[src/core/adc_serial_pkg.sv]
package adc_serial_pkg;

    // Frame geometry in serial clock bits.
    localparam int DATA_BITS = 16;
    localparam int BYTE_BITS = 8;
    localparam int MAX_FRAME_BITS = 32;
    localparam logic [5:0] BASE_FRAME_LEN = 6'h10;
    localparam logic [5:0] EXTRA_BYTE_LEN = 6'h08;

    // Output code limits.
    localparam logic [15:0] UNI_FULL_SCALE = 16'hffff;
    localparam logic [15:0] UNI_ZERO = 16'h0000;
    localparam logic signed [17:0] UNI_MAX_RAW = 18'sh0ffff;
    localparam logic signed [17:0] BIP_MAX_RAW = 18'sh07fff;
    localparam logic signed [17:0] BIP_MIN_RAW = -18'sh08000;
    // Extended range scales by 13107/16384, so full scale lands on cccc.
    localparam logic [14:0] EXT_SCALE_MUL = 15'h3333;
    localparam int EXT_SCALE_SHIFT = 14;

    // Status header bit positions.
    localparam int STAT_NEW_DATA_BIT = 0;
    localparam int STAT_THREE_WIRE_BIT = 7;

    // Converter clocks from a standby-mode ready low back to high.
    localparam logic [1:0] STANDBY_READY_TICKS = 2'h3;

    // Three-wire frame reset pattern.
    localparam logic [6:0] RESYNC_ONES = 7'h3f;

    // Clock cycles after reset release before the chip select strap is caught;
    // covers the three-flop synchroniser.
    localparam logic [2:0] STRAP_WAIT_CYCLES = 3'h4;

    // Conversion control modes.
    typedef enum logic [1:0] {
        MODE_SYNC = 2'h0,
        MODE_START_STOP = 2'h1,
        MODE_ONE_SHOT = 2'h2
    } control_mode_t;

endpackage

[src/core/pin_sync.sv]
`timescale 1ns/10ps

// Three-flop synchroniser; the level moves only when stages two and three agree.
module pin_sync #(
    parameter logic RESET_LEVEL = 1'b0
) (
    input wire logic clk,
    input wire logic reset,
    input wire logic pin,
    output logic level
);

    logic stage1_reg; // Metastability catcher, read only by stage two.
    logic stage2_reg; // Second stage.
    logic stage3_reg; // Third stage.

    // The filtered level only follows when the last two stages match.
    always_ff @(posedge clk) begin
        if (reset) begin
            stage1_reg <= RESET_LEVEL;
            stage2_reg <= RESET_LEVEL;
            stage3_reg <= RESET_LEVEL;
            level <= RESET_LEVEL;
        end else begin
            stage1_reg <= pin;
            stage2_reg <= stage1_reg;
            stage3_reg <= stage2_reg;
            if (stage2_reg == stage3_reg) begin
                level <= stage3_reg;
            end
        end
    end

endmodule

[src/core/ready_signal.sv]
`timescale 1ns/10ps

// Drives the active-low result ready level from conversion events.
module ready_signal (
    input wire logic clk,
    input wire logic reset,
    input wire logic restart,
    input wire logic result,
    input wire logic read_hit,
    input wire logic standby_select,
    input wire logic converter_clock,
    output logic result_ready_n
);

    logic pending_reg; // A fresh low is owed after a one-cycle high pulse.
    logic [1:0] tick_count_reg; // Converter clocks seen while low in standby.

    // Restart wins, then a new result, then read or standby return.
    always_ff @(posedge clk) begin
        if (reset) begin
            result_ready_n <= 1'b1;
            pending_reg <= 1'b0;
            tick_count_reg <= 2'h0;
        end else if (restart) begin
            result_ready_n <= 1'b1;
            pending_reg <= 1'b0;
            tick_count_reg <= 2'h0;
        end else if (result) begin
            tick_count_reg <= 2'h0;
            // Unread data: pulse high first so every result gets a falling edge.
            if (!result_ready_n) begin
                result_ready_n <= 1'b1;
                pending_reg <= 1'b1;
            end else begin
                result_ready_n <= 1'b0;
            end
        end else if (pending_reg) begin
            result_ready_n <= 1'b0;
            pending_reg <= 1'b0;
        end else if (read_hit) begin
            result_ready_n <= 1'b1;
        end else if (standby_select && !result_ready_n && converter_clock) begin
            // Third converter clock after the fall returns the level high.
            if (tick_count_reg == adc_serial_pkg::STANDBY_READY_TICKS - 2'h1) begin
                result_ready_n <= 1'b1;
                tick_count_reg <= 2'h0;
            end else begin
                tick_count_reg <= tick_count_reg + 2'h1;
            end
        end
    end

endmodule

[src/core/adc_serial_port.sv]
`timescale 1ns/10ps

// Contract
// - Unipolar codes straight binary, clipped zero to full.
// - Ready high on start, low on new data.
// - Sync and start-stop: ready high at eighth bit.
// - One-shot mode keeps ready low during read.
// - Standby: ready high three converter clocks later.
// - Unread data: short high pulse before falling.
// - Dedicated ready output always driven.
// - Dual output mirrors ready until first rising.
// - Dual output reverts after final frame falling edge.
// - Header bit zero flags new unread data.
// - First conversion after start lasts filter latency.
// - Header enable prefixes status byte to data.
// - After own frame, pass input bits through.
// - Four-wire command interpreted only when chip select rises.
// - Chip select low at reset selects three-wire.
// - Three-wire frames delimited by counted serial clocks.
// - Sixty-three ones then zero resynchronises framing.
// - Data-only mode holds output until first clock.
// - Status bit seven: one three-wire, zero four-wire.
module adc_serial_port #(
    parameter int TIMER_BITS = 16
) (
    input wire logic clk,
    input wire logic reset,
    input wire logic sclk,
    input wire logic cs_n,
    input wire logic sdi,
    input wire logic converter_clock,
    input wire logic [1:0] control_mode,
    input wire logic start_pulse,
    input wire logic stop_pulse,
    input wire logic [TIMER_BITS-1:0] filter_latency,
    input wire logic [TIMER_BITS-1:0] conversion_period,
    input wire logic signed [17:0] raw_sample,
    input wire logic unipolar_mode,
    input wire logic extended_range,
    input wire logic standby_select,
    input wire logic dual_output_select,
    input wire logic header_enable,
    input wire logic crc_enable,
    input wire logic [7:0] crc_byte,
    input wire logic [5:0] status_flags,
    output logic result_ready_n,
    output logic dual_function_output,
    output logic dual_function_output_en,
    output logic three_wire,
    output logic [31:0] command_word,
    output logic command_valid,
    output logic [15:0] result_code
);

    // Widest frame in bits.
    localparam int MAX_BITS = adc_serial_pkg::MAX_FRAME_BITS;

    // Synchronised pin levels.
    logic sclk_s; // Filtered serial clock.
    logic cs_n_s; // Filtered chip select.
    logic sdi_s; // Filtered serial input.
    logic sclk_d_reg; // Serial clock one cycle back, for edge finding.
    logic cs_n_d_reg; // Chip select one cycle back.

    // Conversion timing state.
    logic running_reg; // Conversions are in progress.
    logic first_reg; // The current conversion is the first after a start.
    logic [TIMER_BITS-1:0] timer_reg; // Converter clocks into the conversion.
    logic new_data_reg; // Buffered result not yet read.
    logic [2:0] strap_count_reg; // Cycles since reset release.
    logic strap_done_reg; // Chip select strap has been caught.

    // Frame state.
    logic [5:0] bit_count_reg; // Falling edges seen in this frame.
    logic [6:0] ones_count_reg; // Consecutive ones on the serial input.
    logic [MAX_BITS-1:0] shift_reg; // Outgoing frame and incoming bits.
    logic in_frame_reg; // Between first rising edge and frame completion.
    logic data_mode_reg; // Dual pin currently shows serial data.
    logic sdo_bit_reg; // Serial data bit last driven.

    pin_sync #(.RESET_LEVEL(1'b0)) sclk_sync (
        .clk(clk),
        .reset(reset),
        .pin(sclk),
        .level(sclk_s)
    );

    pin_sync #(.RESET_LEVEL(1'b1)) cs_sync (
        .clk(clk),
        .reset(reset),
        .pin(cs_n),
        .level(cs_n_s)
    );

    pin_sync #(.RESET_LEVEL(1'b0)) sdi_sync (
        .clk(clk),
        .reset(reset),
        .pin(sdi),
        .level(sdi_s)
    );

    // Edge and control decoding.
    wire sclk_rise = sclk_s && !sclk_d_reg;
    wire sclk_fall = !sclk_s && sclk_d_reg;
    wire cs_rise = cs_n_s && !cs_n_d_reg;
    wire cs_fall = !cs_n_s && cs_n_d_reg;
    wire selected = three_wire || !cs_n_s;
    wire is_one_shot = control_mode == adc_serial_pkg::MODE_ONE_SHOT;

    // Frame length: 16 data bits plus optional header and check bytes.
    wire [5:0] header_len = header_enable ? adc_serial_pkg::EXTRA_BYTE_LEN : 6'h00;
    wire [5:0] crc_len = crc_enable ? adc_serial_pkg::EXTRA_BYTE_LEN : 6'h00;
    wire [5:0] frame_len = adc_serial_pkg::BASE_FRAME_LEN + header_len + crc_len;
    wire [5:0] last_bit = frame_len - 6'h01;
    // The read counts as taken at the eighth bit of the leading data byte.
    wire [5:0] read_point = header_len + adc_serial_pkg::EXTRA_BYTE_LEN;

    // Conversion timer: the first period is the filter latency.
    wire [TIMER_BITS-1:0] period_now = first_reg ? filter_latency : conversion_period;
    wire conv_done = running_reg && converter_clock
                     && (timer_reg >= period_now - TIMER_BITS'(1));
    wire restart = start_pulse;

    // Output code formatting. Extended range scales by 0.8 before clipping.
    wire signed [33:0] scaled_prod = raw_sample * $signed({1'b0, adc_serial_pkg::EXT_SCALE_MUL});
    wire signed [17:0] scaled_ext = 18'(scaled_prod >>> adc_serial_pkg::EXT_SCALE_SHIFT);
    wire signed [17:0] scaled = extended_range ? scaled_ext : raw_sample;
    wire [15:0] uni_code = (scaled <= 18'sh00000) ? adc_serial_pkg::UNI_ZERO
                         : (scaled >= adc_serial_pkg::UNI_MAX_RAW)
                         ? adc_serial_pkg::UNI_FULL_SCALE : scaled[15:0];
    wire [15:0] bip_code = (scaled >= adc_serial_pkg::BIP_MAX_RAW)
                         ? adc_serial_pkg::BIP_MAX_RAW[15:0]
                         : (scaled <= adc_serial_pkg::BIP_MIN_RAW)
                         ? adc_serial_pkg::BIP_MIN_RAW[15:0] : scaled[15:0];
    wire [15:0] next_code = unipolar_mode ? uni_code : bip_code;

    // Status header mirrors the status register with our own two bits.
    wire [7:0] status_byte = {three_wire, status_flags, new_data_reg};

    // Frame word right-aligned so bit frame_len-1 goes out first.
    wire [31:0] full_word = {status_byte, result_code, crc_byte};
    wire [31:0] no_head_word = {8'h00, result_code, crc_byte};
    wire [31:0] head_word = header_enable ? full_word : no_head_word;
    wire [31:0] frame_word = crc_enable ? head_word : (head_word >> 8);

    // Frame boundaries.
    wire frame_load = selected && sclk_rise && (bit_count_reg == 6'h00);
    wire bit_in = selected && sclk_fall;
    wire frame_full = bit_in && (bit_count_reg == last_bit);
    wire resync_hit = three_wire && bit_in && !sdi_s
                      && (ones_count_reg >= adc_serial_pkg::RESYNC_ONES);
    wire [31:0] shifted_in = {shift_reg[30:0], sdi_s};
    wire read_hit_now = bit_in && (bit_count_reg + 6'h01 == read_point)
                        && !is_one_shot;
    // Any read clears the new-data flag, one-shot mode too.
    wire read_taken = bit_in && (bit_count_reg + 6'h01 == read_point);

    // Ready stays driven, selected or not.
    ready_signal ready_gen (
        .clk(clk),
        .reset(reset),
        .restart(restart),
        .result(conv_done),
        .read_hit(read_hit_now),
        .standby_select(standby_select),
        .converter_clock(converter_clock),
        .result_ready_n(result_ready_n)
    );

    // Pin history for edge detection.
    always_ff @(posedge clk) begin
        if (reset) begin
            sclk_d_reg <= 1'b0;
            cs_n_d_reg <= 1'b1;
        end else begin
            sclk_d_reg <= sclk_s;
            cs_n_d_reg <= cs_n_s;
        end
    end

    // Strap capture happens a few cycles after release, once the synchroniser
    // has filled; an asynchronous catch of a pin at reset would be unsafe.
    always_ff @(posedge clk) begin
        if (reset) begin
            strap_count_reg <= 3'h0;
            strap_done_reg <= 1'b0;
            three_wire <= 1'b0;
        end else if (!strap_done_reg) begin
            strap_count_reg <= strap_count_reg + 3'h1;
            // One count past the flop depth lets the filtered level settle first.
            if (strap_count_reg == adc_serial_pkg::STRAP_WAIT_CYCLES) begin
                strap_done_reg <= 1'b1;
                three_wire <= !cs_n_s;
            end
        end else if (cs_n_s) begin
            three_wire <= 1'b0;
        end
    end

    // Conversion timer; a start pulse restarts from the filter latency.
    always_ff @(posedge clk) begin
        if (reset) begin
            running_reg <= 1'b0;
            first_reg <= 1'b1;
            timer_reg <= '0;
        end else if (restart) begin
            running_reg <= 1'b1;
            first_reg <= 1'b1;
            timer_reg <= '0;
        end else if (stop_pulse && control_mode == adc_serial_pkg::MODE_START_STOP) begin
            running_reg <= 1'b0;
        end else if (conv_done) begin
            timer_reg <= '0;
            first_reg <= 1'b0;
            // One-shot mode converts once and then idles.
            running_reg <= !is_one_shot;
        end else if (running_reg && converter_clock) begin
            timer_reg <= timer_reg + TIMER_BITS'(1);
        end
    end

    // Result buffer and new-data flag; a new result wins over a read clear.
    always_ff @(posedge clk) begin
        if (reset) begin
            result_code <= 16'h0000;
            new_data_reg <= 1'b0;
        end else if (conv_done) begin
            result_code <= next_code;
            new_data_reg <= 1'b1;
        end else if (restart) begin
            new_data_reg <= 1'b0;
        end else if (read_taken) begin
            new_data_reg <= 1'b0;
        end
    end

    // Bit counting, three-wire framing and pattern resync.
    always_ff @(posedge clk) begin
        if (reset) begin
            bit_count_reg <= 6'h00;
            ones_count_reg <= 7'h00;
        end else if (!three_wire && (cs_fall || cs_rise)) begin
            bit_count_reg <= 6'h00;
            ones_count_reg <= 7'h00;
        end else if (bit_in) begin
            // Saturating count of consecutive ones for the reset pattern.
            if (sdi_s) begin
                if (ones_count_reg != 7'h7f) begin
                    ones_count_reg <= ones_count_reg + 7'h01;
                end
            end else begin
                ones_count_reg <= 7'h00;
            end
            if (resync_hit) begin
                bit_count_reg <= 6'h00;
            end else if (three_wire && frame_full) begin
                bit_count_reg <= 6'h00;
            end else if (bit_count_reg != 6'h3f) begin
                bit_count_reg <= bit_count_reg + 6'h01;
            end
        end
    end

    // Shift path: the frame goes out, input bits follow it for chaining.
    always_ff @(posedge clk) begin
        if (reset) begin
            shift_reg <= '0;
            sdo_bit_reg <= 1'b0;
        end else if (frame_load) begin
            shift_reg <= frame_word;
            sdo_bit_reg <= frame_word[last_bit[4:0]];
        end else if (selected && sclk_rise) begin
            // Bits shifted in last frame_len edges ago now reach the pin.
            sdo_bit_reg <= shift_reg[last_bit[4:0]];
        end else if (bit_in) begin
            shift_reg <= shifted_in;
        end
    end

    // Dual pin mode: ready mirror outside reads, data from first rising edge.
    always_ff @(posedge clk) begin
        if (reset) begin
            in_frame_reg <= 1'b0;
            data_mode_reg <= 1'b0;
        end else if (!selected) begin
            in_frame_reg <= 1'b0;
            data_mode_reg <= 1'b0;
        end else if (frame_load) begin
            in_frame_reg <= 1'b1;
            data_mode_reg <= 1'b1;
        end else if (frame_full || resync_hit) begin
            // Frame done or resynced: back to the ready mirror.
            in_frame_reg <= 1'b0;
            data_mode_reg <= 1'b0;
        end
    end

    // Pin driver. In data-only mode the pin keeps its last bit between
    // frames, so chained devices see a stable level.
    always_ff @(posedge clk) begin
        if (reset) begin
            dual_function_output <= 1'b1;
            dual_function_output_en <= 1'b0;
        end else if (dual_output_select) begin
            dual_function_output_en <= selected;
            if (data_mode_reg || (in_frame_reg && !frame_full)) begin
                dual_function_output <= sdo_bit_reg;
            end else begin
                dual_function_output <= result_ready_n;
            end
        end else begin
            dual_function_output_en <= selected;
            dual_function_output <= sdo_bit_reg;
        end
    end

    // Command hand-off: four-wire on chip select rise, three-wire on count.
    always_ff @(posedge clk) begin
        if (reset) begin
            command_word <= 32'h00000000;
            command_valid <= 1'b0;
        end else if (!three_wire && cs_rise && bit_count_reg != 6'h00) begin
            // A select with no clocks carries no command.
            command_word <= shift_reg;
            command_valid <= 1'b1;
        end else if (three_wire && frame_full && !resync_hit) begin
            command_word <= shifted_in;
            command_valid <= 1'b1;
        end else begin
            command_valid <= 1'b0;
        end
    end

endmodule

[config.mk]
export PLATFORM = sky130hd
export DESIGN_NAME = adc_serial_port
export DESIGN_NICKNAME = d
export VERILOG_FILES = /design/src/core/adc_serial_pkg.sv /design/src/core/pin_sync.sv /design/src/core/ready_signal.sv /design/src/core/adc_serial_port.sv
export SDC_FILE = /design/constraint.sdc
export NUM_CORES = 1
export LEC_CHECK = 0
export BUFFER_PORTS_ARGS = -buffer_cell sky130_fd_sc_hd__buf_2
export CAP_MARGIN = 20
export CORE_MARGIN = 2
export CORE_UTILIZATION = 35
export CTS_CLUSTER_SIZE = 12
export DETAILED_ROUTE_END_ITERATION = 6
export SLEW_MARGIN = 20
export SYNTH_ARGS = -nofsm -noshare
export SYNTH_HDL_FRONTEND = slang
export SYNTH_HIERARCHICAL = 1
export SYNTH_SLANG_ARGS = --single-unit
[constraint.sdc]
create_clock -name clk -period 14.5 [get_ports clk]
set_input_delay 0.725 -clock clk [delete_from_list [all_inputs] [get_ports clk]]
set_output_delay 0.725 -clock clk [all_outputs]
set_load 0.005 [all_outputs]
==> reports/results.ini <==
[route]
detailroute.via_count=10800
wl_mm=33.0
drt_initial_violations=646
drt.antenna.violating_nets=0
tritonroute_pass_1_iters=5
drcViolationCount=0
detail_route.vias_per_cell=5.34
route.detailed.wl_per_inst_um=16.3

[sta]
worstMarginPinSlew_ns=1.05
hold_viol=0
max_freq_mhz=138
max-slew-margin-rel_pct=30.3
grt_setup_unrepaired=false
final.period_utilization_pct=50.1
final_max_slew_violation_count=0
setup_viol=0
fin_hold_ws_ns=0.408
final_critical_path_setup_slack_ns=7.23
finalCriticalPeriod_ns=7.27
skew_ns=0.00742
final.setup.tns_ns=0

[critical_path]
max_stage_delay_ns=0.57
critical_path.most_common_cell=sky130_fd_sc_hd__fa_1
critical_path.n_buffers_inverters=3
crit_required_ns=14.75
timing_worst_setup_path_type=in2reg
critPathMaxFanout=14
crit_arrival_ns=7.52
worstSetupEndpointType=flop
cp_slowest_cell=sky130_fd_sc_hd__fa_1
worst_path_dominant_cell_family=adder cells
crit_chain=buf_2, ha_1, inv_1, fa_1, inv_1, fa_1, fa_1, fa_1, fa_1, ha_1, nand4_1, nor2_1, nand2_1, a41oi_2, a31o_2, a21oi_1, or3_1, nor4_1, a41oi_2, o211ai_1, a211oi_1
startpoint_type=primary input

[finish]
signed_area_change_from_the_synthesized_netlist_to_the_final_layout_pct=13.1
final_std_cell_area_no_fill_sq_um=14400
fillerInstances=3629
post_route_cells_drive_above_1_share_pct=13.3
utilization_after_layout_pct=40.4
stdcell_count=2024
layout.nets=1841
final_common_cell=sky130_fd_sc_hd__inv_1
most-common-layout-cells=144 x sky130_fd_sc_hd__inv_1, 140 x sky130_fd_sc_hd__dfxtp_1, 131 x sky130_fd_sc_hd__buf_2, 120 x sky130_fd_sc_hd__ha_1, 111 x sky130_fd_sc_hd__nand2_1

[outcome]
run_status=complete, no violations

[cts]
cts.repair_timing.setup_buffer_count=0
worstSkewPairLatency_ns=0.42
buffer_type_at_the_clock_tree_root=sky130_fd_sc_hd__clkbuf_16
clk_pin_slew_worst_paths_ns=0.07
cts_buffers=17
clock_tree.buffer_depth=2
cts.sink_count=140
htree_num_levels=4
cts_tree=done
cts_resized=0
holdBufCountCts=0

[place]
placedInstanceArea_sq_um=13800
gp_congestion=0.892
place.port_buffers=132
dp_hpwl_mm=26.1
place_ws_ns=6.86
dp.cells=1990

[synth]
syn_nets=1753
yosys_warnings=6
synthArstFlopShare_pct=0
netlist-cell-type-count=79
dominantRegCellSynth=sky130_fd_sc_hd__dfxtp_1
synth.cell_area_sq_um=12800
number_of_storage_elements_in_the_synthesis_netlist=140
yosys.area.top_type=sky130_fd_sc_hd__dfxtp_1
synthDominantCellAreaShare_pct=22.0
yosysSeqAreaShare_pct=22.0
avgSynthCellArea_sq_um=8.73
ys_top_cells_by_area=sky130_fd_sc_hd__dfxtp_1 22%, sky130_fd_sc_hd__fa_1 14%, sky130_fd_sc_hd__ha_1 12%
postSynthCellCount=1461
number_of_enable_type_register_cells_in_the_synthesized_netlist=0

[floorplan]
floorplan.initialDensity_pct=35.7
die_outline_area_sq_um=38000
dieWidth_um=195
chipHeight_um=195
core_sq_um=35700
num_rows=69
top_level_ports=133

[power_and_ir_drop]
power.leakage_nw=6.44
irDropWorstVdd_v=0.000130
total_power_mw=2.87
powerDensity_nw_per_um2=199

[grt]
grt_start_max_net_pins=96
overflow=0
grtUsageMet3_pct=2.79
met1_usage_pct=25.6
grt_util_met2_pct=26.1
top_usage_layer=met2
antenna_found_initial=1
via_count_of_the_first_global_routing_pass=10200
gr-usage-all-layers_pct=17.3
first_pass_grt_wire_length_mm=54.0

[flow_run]
max_cap_viols=0

[worst_hold_path]
hold_path.class=reg2reg

## worst reg2reg max path: stages (launching register included)
cell	delay, ns
sky130_fd_sc_hd__dfxtp_1	0.31
sky130_fd_sc_hd__buf_4	0.38
sky130_fd_sc_hd__mux2i_1	0.35
sky130_fd_sc_hd__ha_1	0.25
sky130_fd_sc_hd__nand2_1	0.09
sky130_fd_sc_hd__or2_2	0.34
sky130_fd_sc_hd__nor3_1	0.28
sky130_fd_sc_hd__and2_1	0.21
sky130_fd_sc_hd__xor2_1	0.08
sky130_fd_sc_hd__ha_1	0.29
sky130_fd_sc_hd__and3_1	0.15
sky130_fd_sc_hd__o2111ai_1	0.11
sky130_fd_sc_hd__o21a_1	0.22
sky130_fd_sc_hd__o21a_1	0.32
sky130_fd_sc_hd__a311oi_4	0.61
sky130_fd_sc_hd__a211oi_1	0.17
## path summary, 6_finish.rpt
kind / slack (ns) / depth (start not counted) / from / endpoint
min: 0.41 / 1 / cs_sync/stage1_reg / cs_sync/stage2_reg
min reg2reg: 0.41 / 1 / cs_sync/stage1_reg / cs_sync/stage2_reg
max reg2reg: 10.18 / 15 / first_reg / result_code[2]
max: 7.23 / 21 / raw_sample[2] / result_code[9]
## report_power, final
part	internal, mW	leakage [nW]	switching [mW]	total (mW)
clock network	0.264	0.301	0.191	0.454
logic	0.788	5.01	1.24	2.02
registers	0.388	1.13	0.00278	0.390
total	1.44	6.44	1.43	2.87
## layer usage
metal  wire, um  part of all wire, %  up-vias
li1           -                    -     5389
met1      16700                   50     5149
met2      14200                   43      233
met3       1480                  4.5       42
met4        666                  2.0        0
met5          0                    0        -
## synthesized netlist by cell type (17+ instances only)
| cell type | count |
|---|---|
| sky130_fd_sc_hd__a211oi_1 | 74 |
| sky130_fd_sc_hd__a21oi_1 | 71 |
| sky130_fd_sc_hd__a311oi_1 | 30 |
| sky130_fd_sc_hd__a31oi_1 | 17 |
| sky130_fd_sc_hd__and3_1 | 20 |
| sky130_fd_sc_hd__clkbuf_1 | 64 |
| sky130_fd_sc_hd__dfxtp_1 | 140 |
| sky130_fd_sc_hd__fa_1 | 92 |
| sky130_fd_sc_hd__ha_1 | 120 |
| sky130_fd_sc_hd__inv_1 | 144 |
| sky130_fd_sc_hd__mux2i_1 | 57 |
| sky130_fd_sc_hd__nand2_1 | 112 |
| sky130_fd_sc_hd__nand3_1 | 39 |
| sky130_fd_sc_hd__nand4_1 | 17 |
| sky130_fd_sc_hd__nor2_1 | 107 |
| sky130_fd_sc_hd__nor2b_1 | 36 |
| sky130_fd_sc_hd__nor3_1 | 19 |
| sky130_fd_sc_hd__o211ai_1 | 24 |
| sky130_fd_sc_hd__o21ai_0 | 25 |
| sky130_fd_sc_hd__xnor2_1 | 28 |
| sky130_fd_sc_hd__xor2_1 | 35 |
## layout make-up
cell class | instances | area (sq um) | area share [%]
diodes | 1 | 2.50 | 0.0173
clock inverters | 15 | 188 | 1.30
multi-input cells | 1103 | 9140 | 63.3
inverters | 145 | 544 | 3.77
clock buffers | 17 | 425 | 2.95
well taps | 461 | 577 | 4.00
flip-flops and latches | 140 | 2800 | 19.4
repair buffers | 142 | 751 | 5.20
## logic make-up (layout without fill, tap and decap cells)
| family | after synthesis | after routing | share of synthesized area (%) |
|---|---|---|---|
| flops | 140 | 140 | 22.0 |
| simple gates | 436 | 436 | 17.2 |
| buf+inv | 218 | 319 | 6.57 |
| mux | 58 | 58 | 4.65 |
| xor+xnor | 63 | 63 | 4.32 |
| compound gates | 334 | 334 | 19.1 |
| fa+ha+maj | 212 | 212 | 26.2 |
| other cells | 0 | 1 | 0 |
Note: power is estimated with default switching activity, not from simulation.
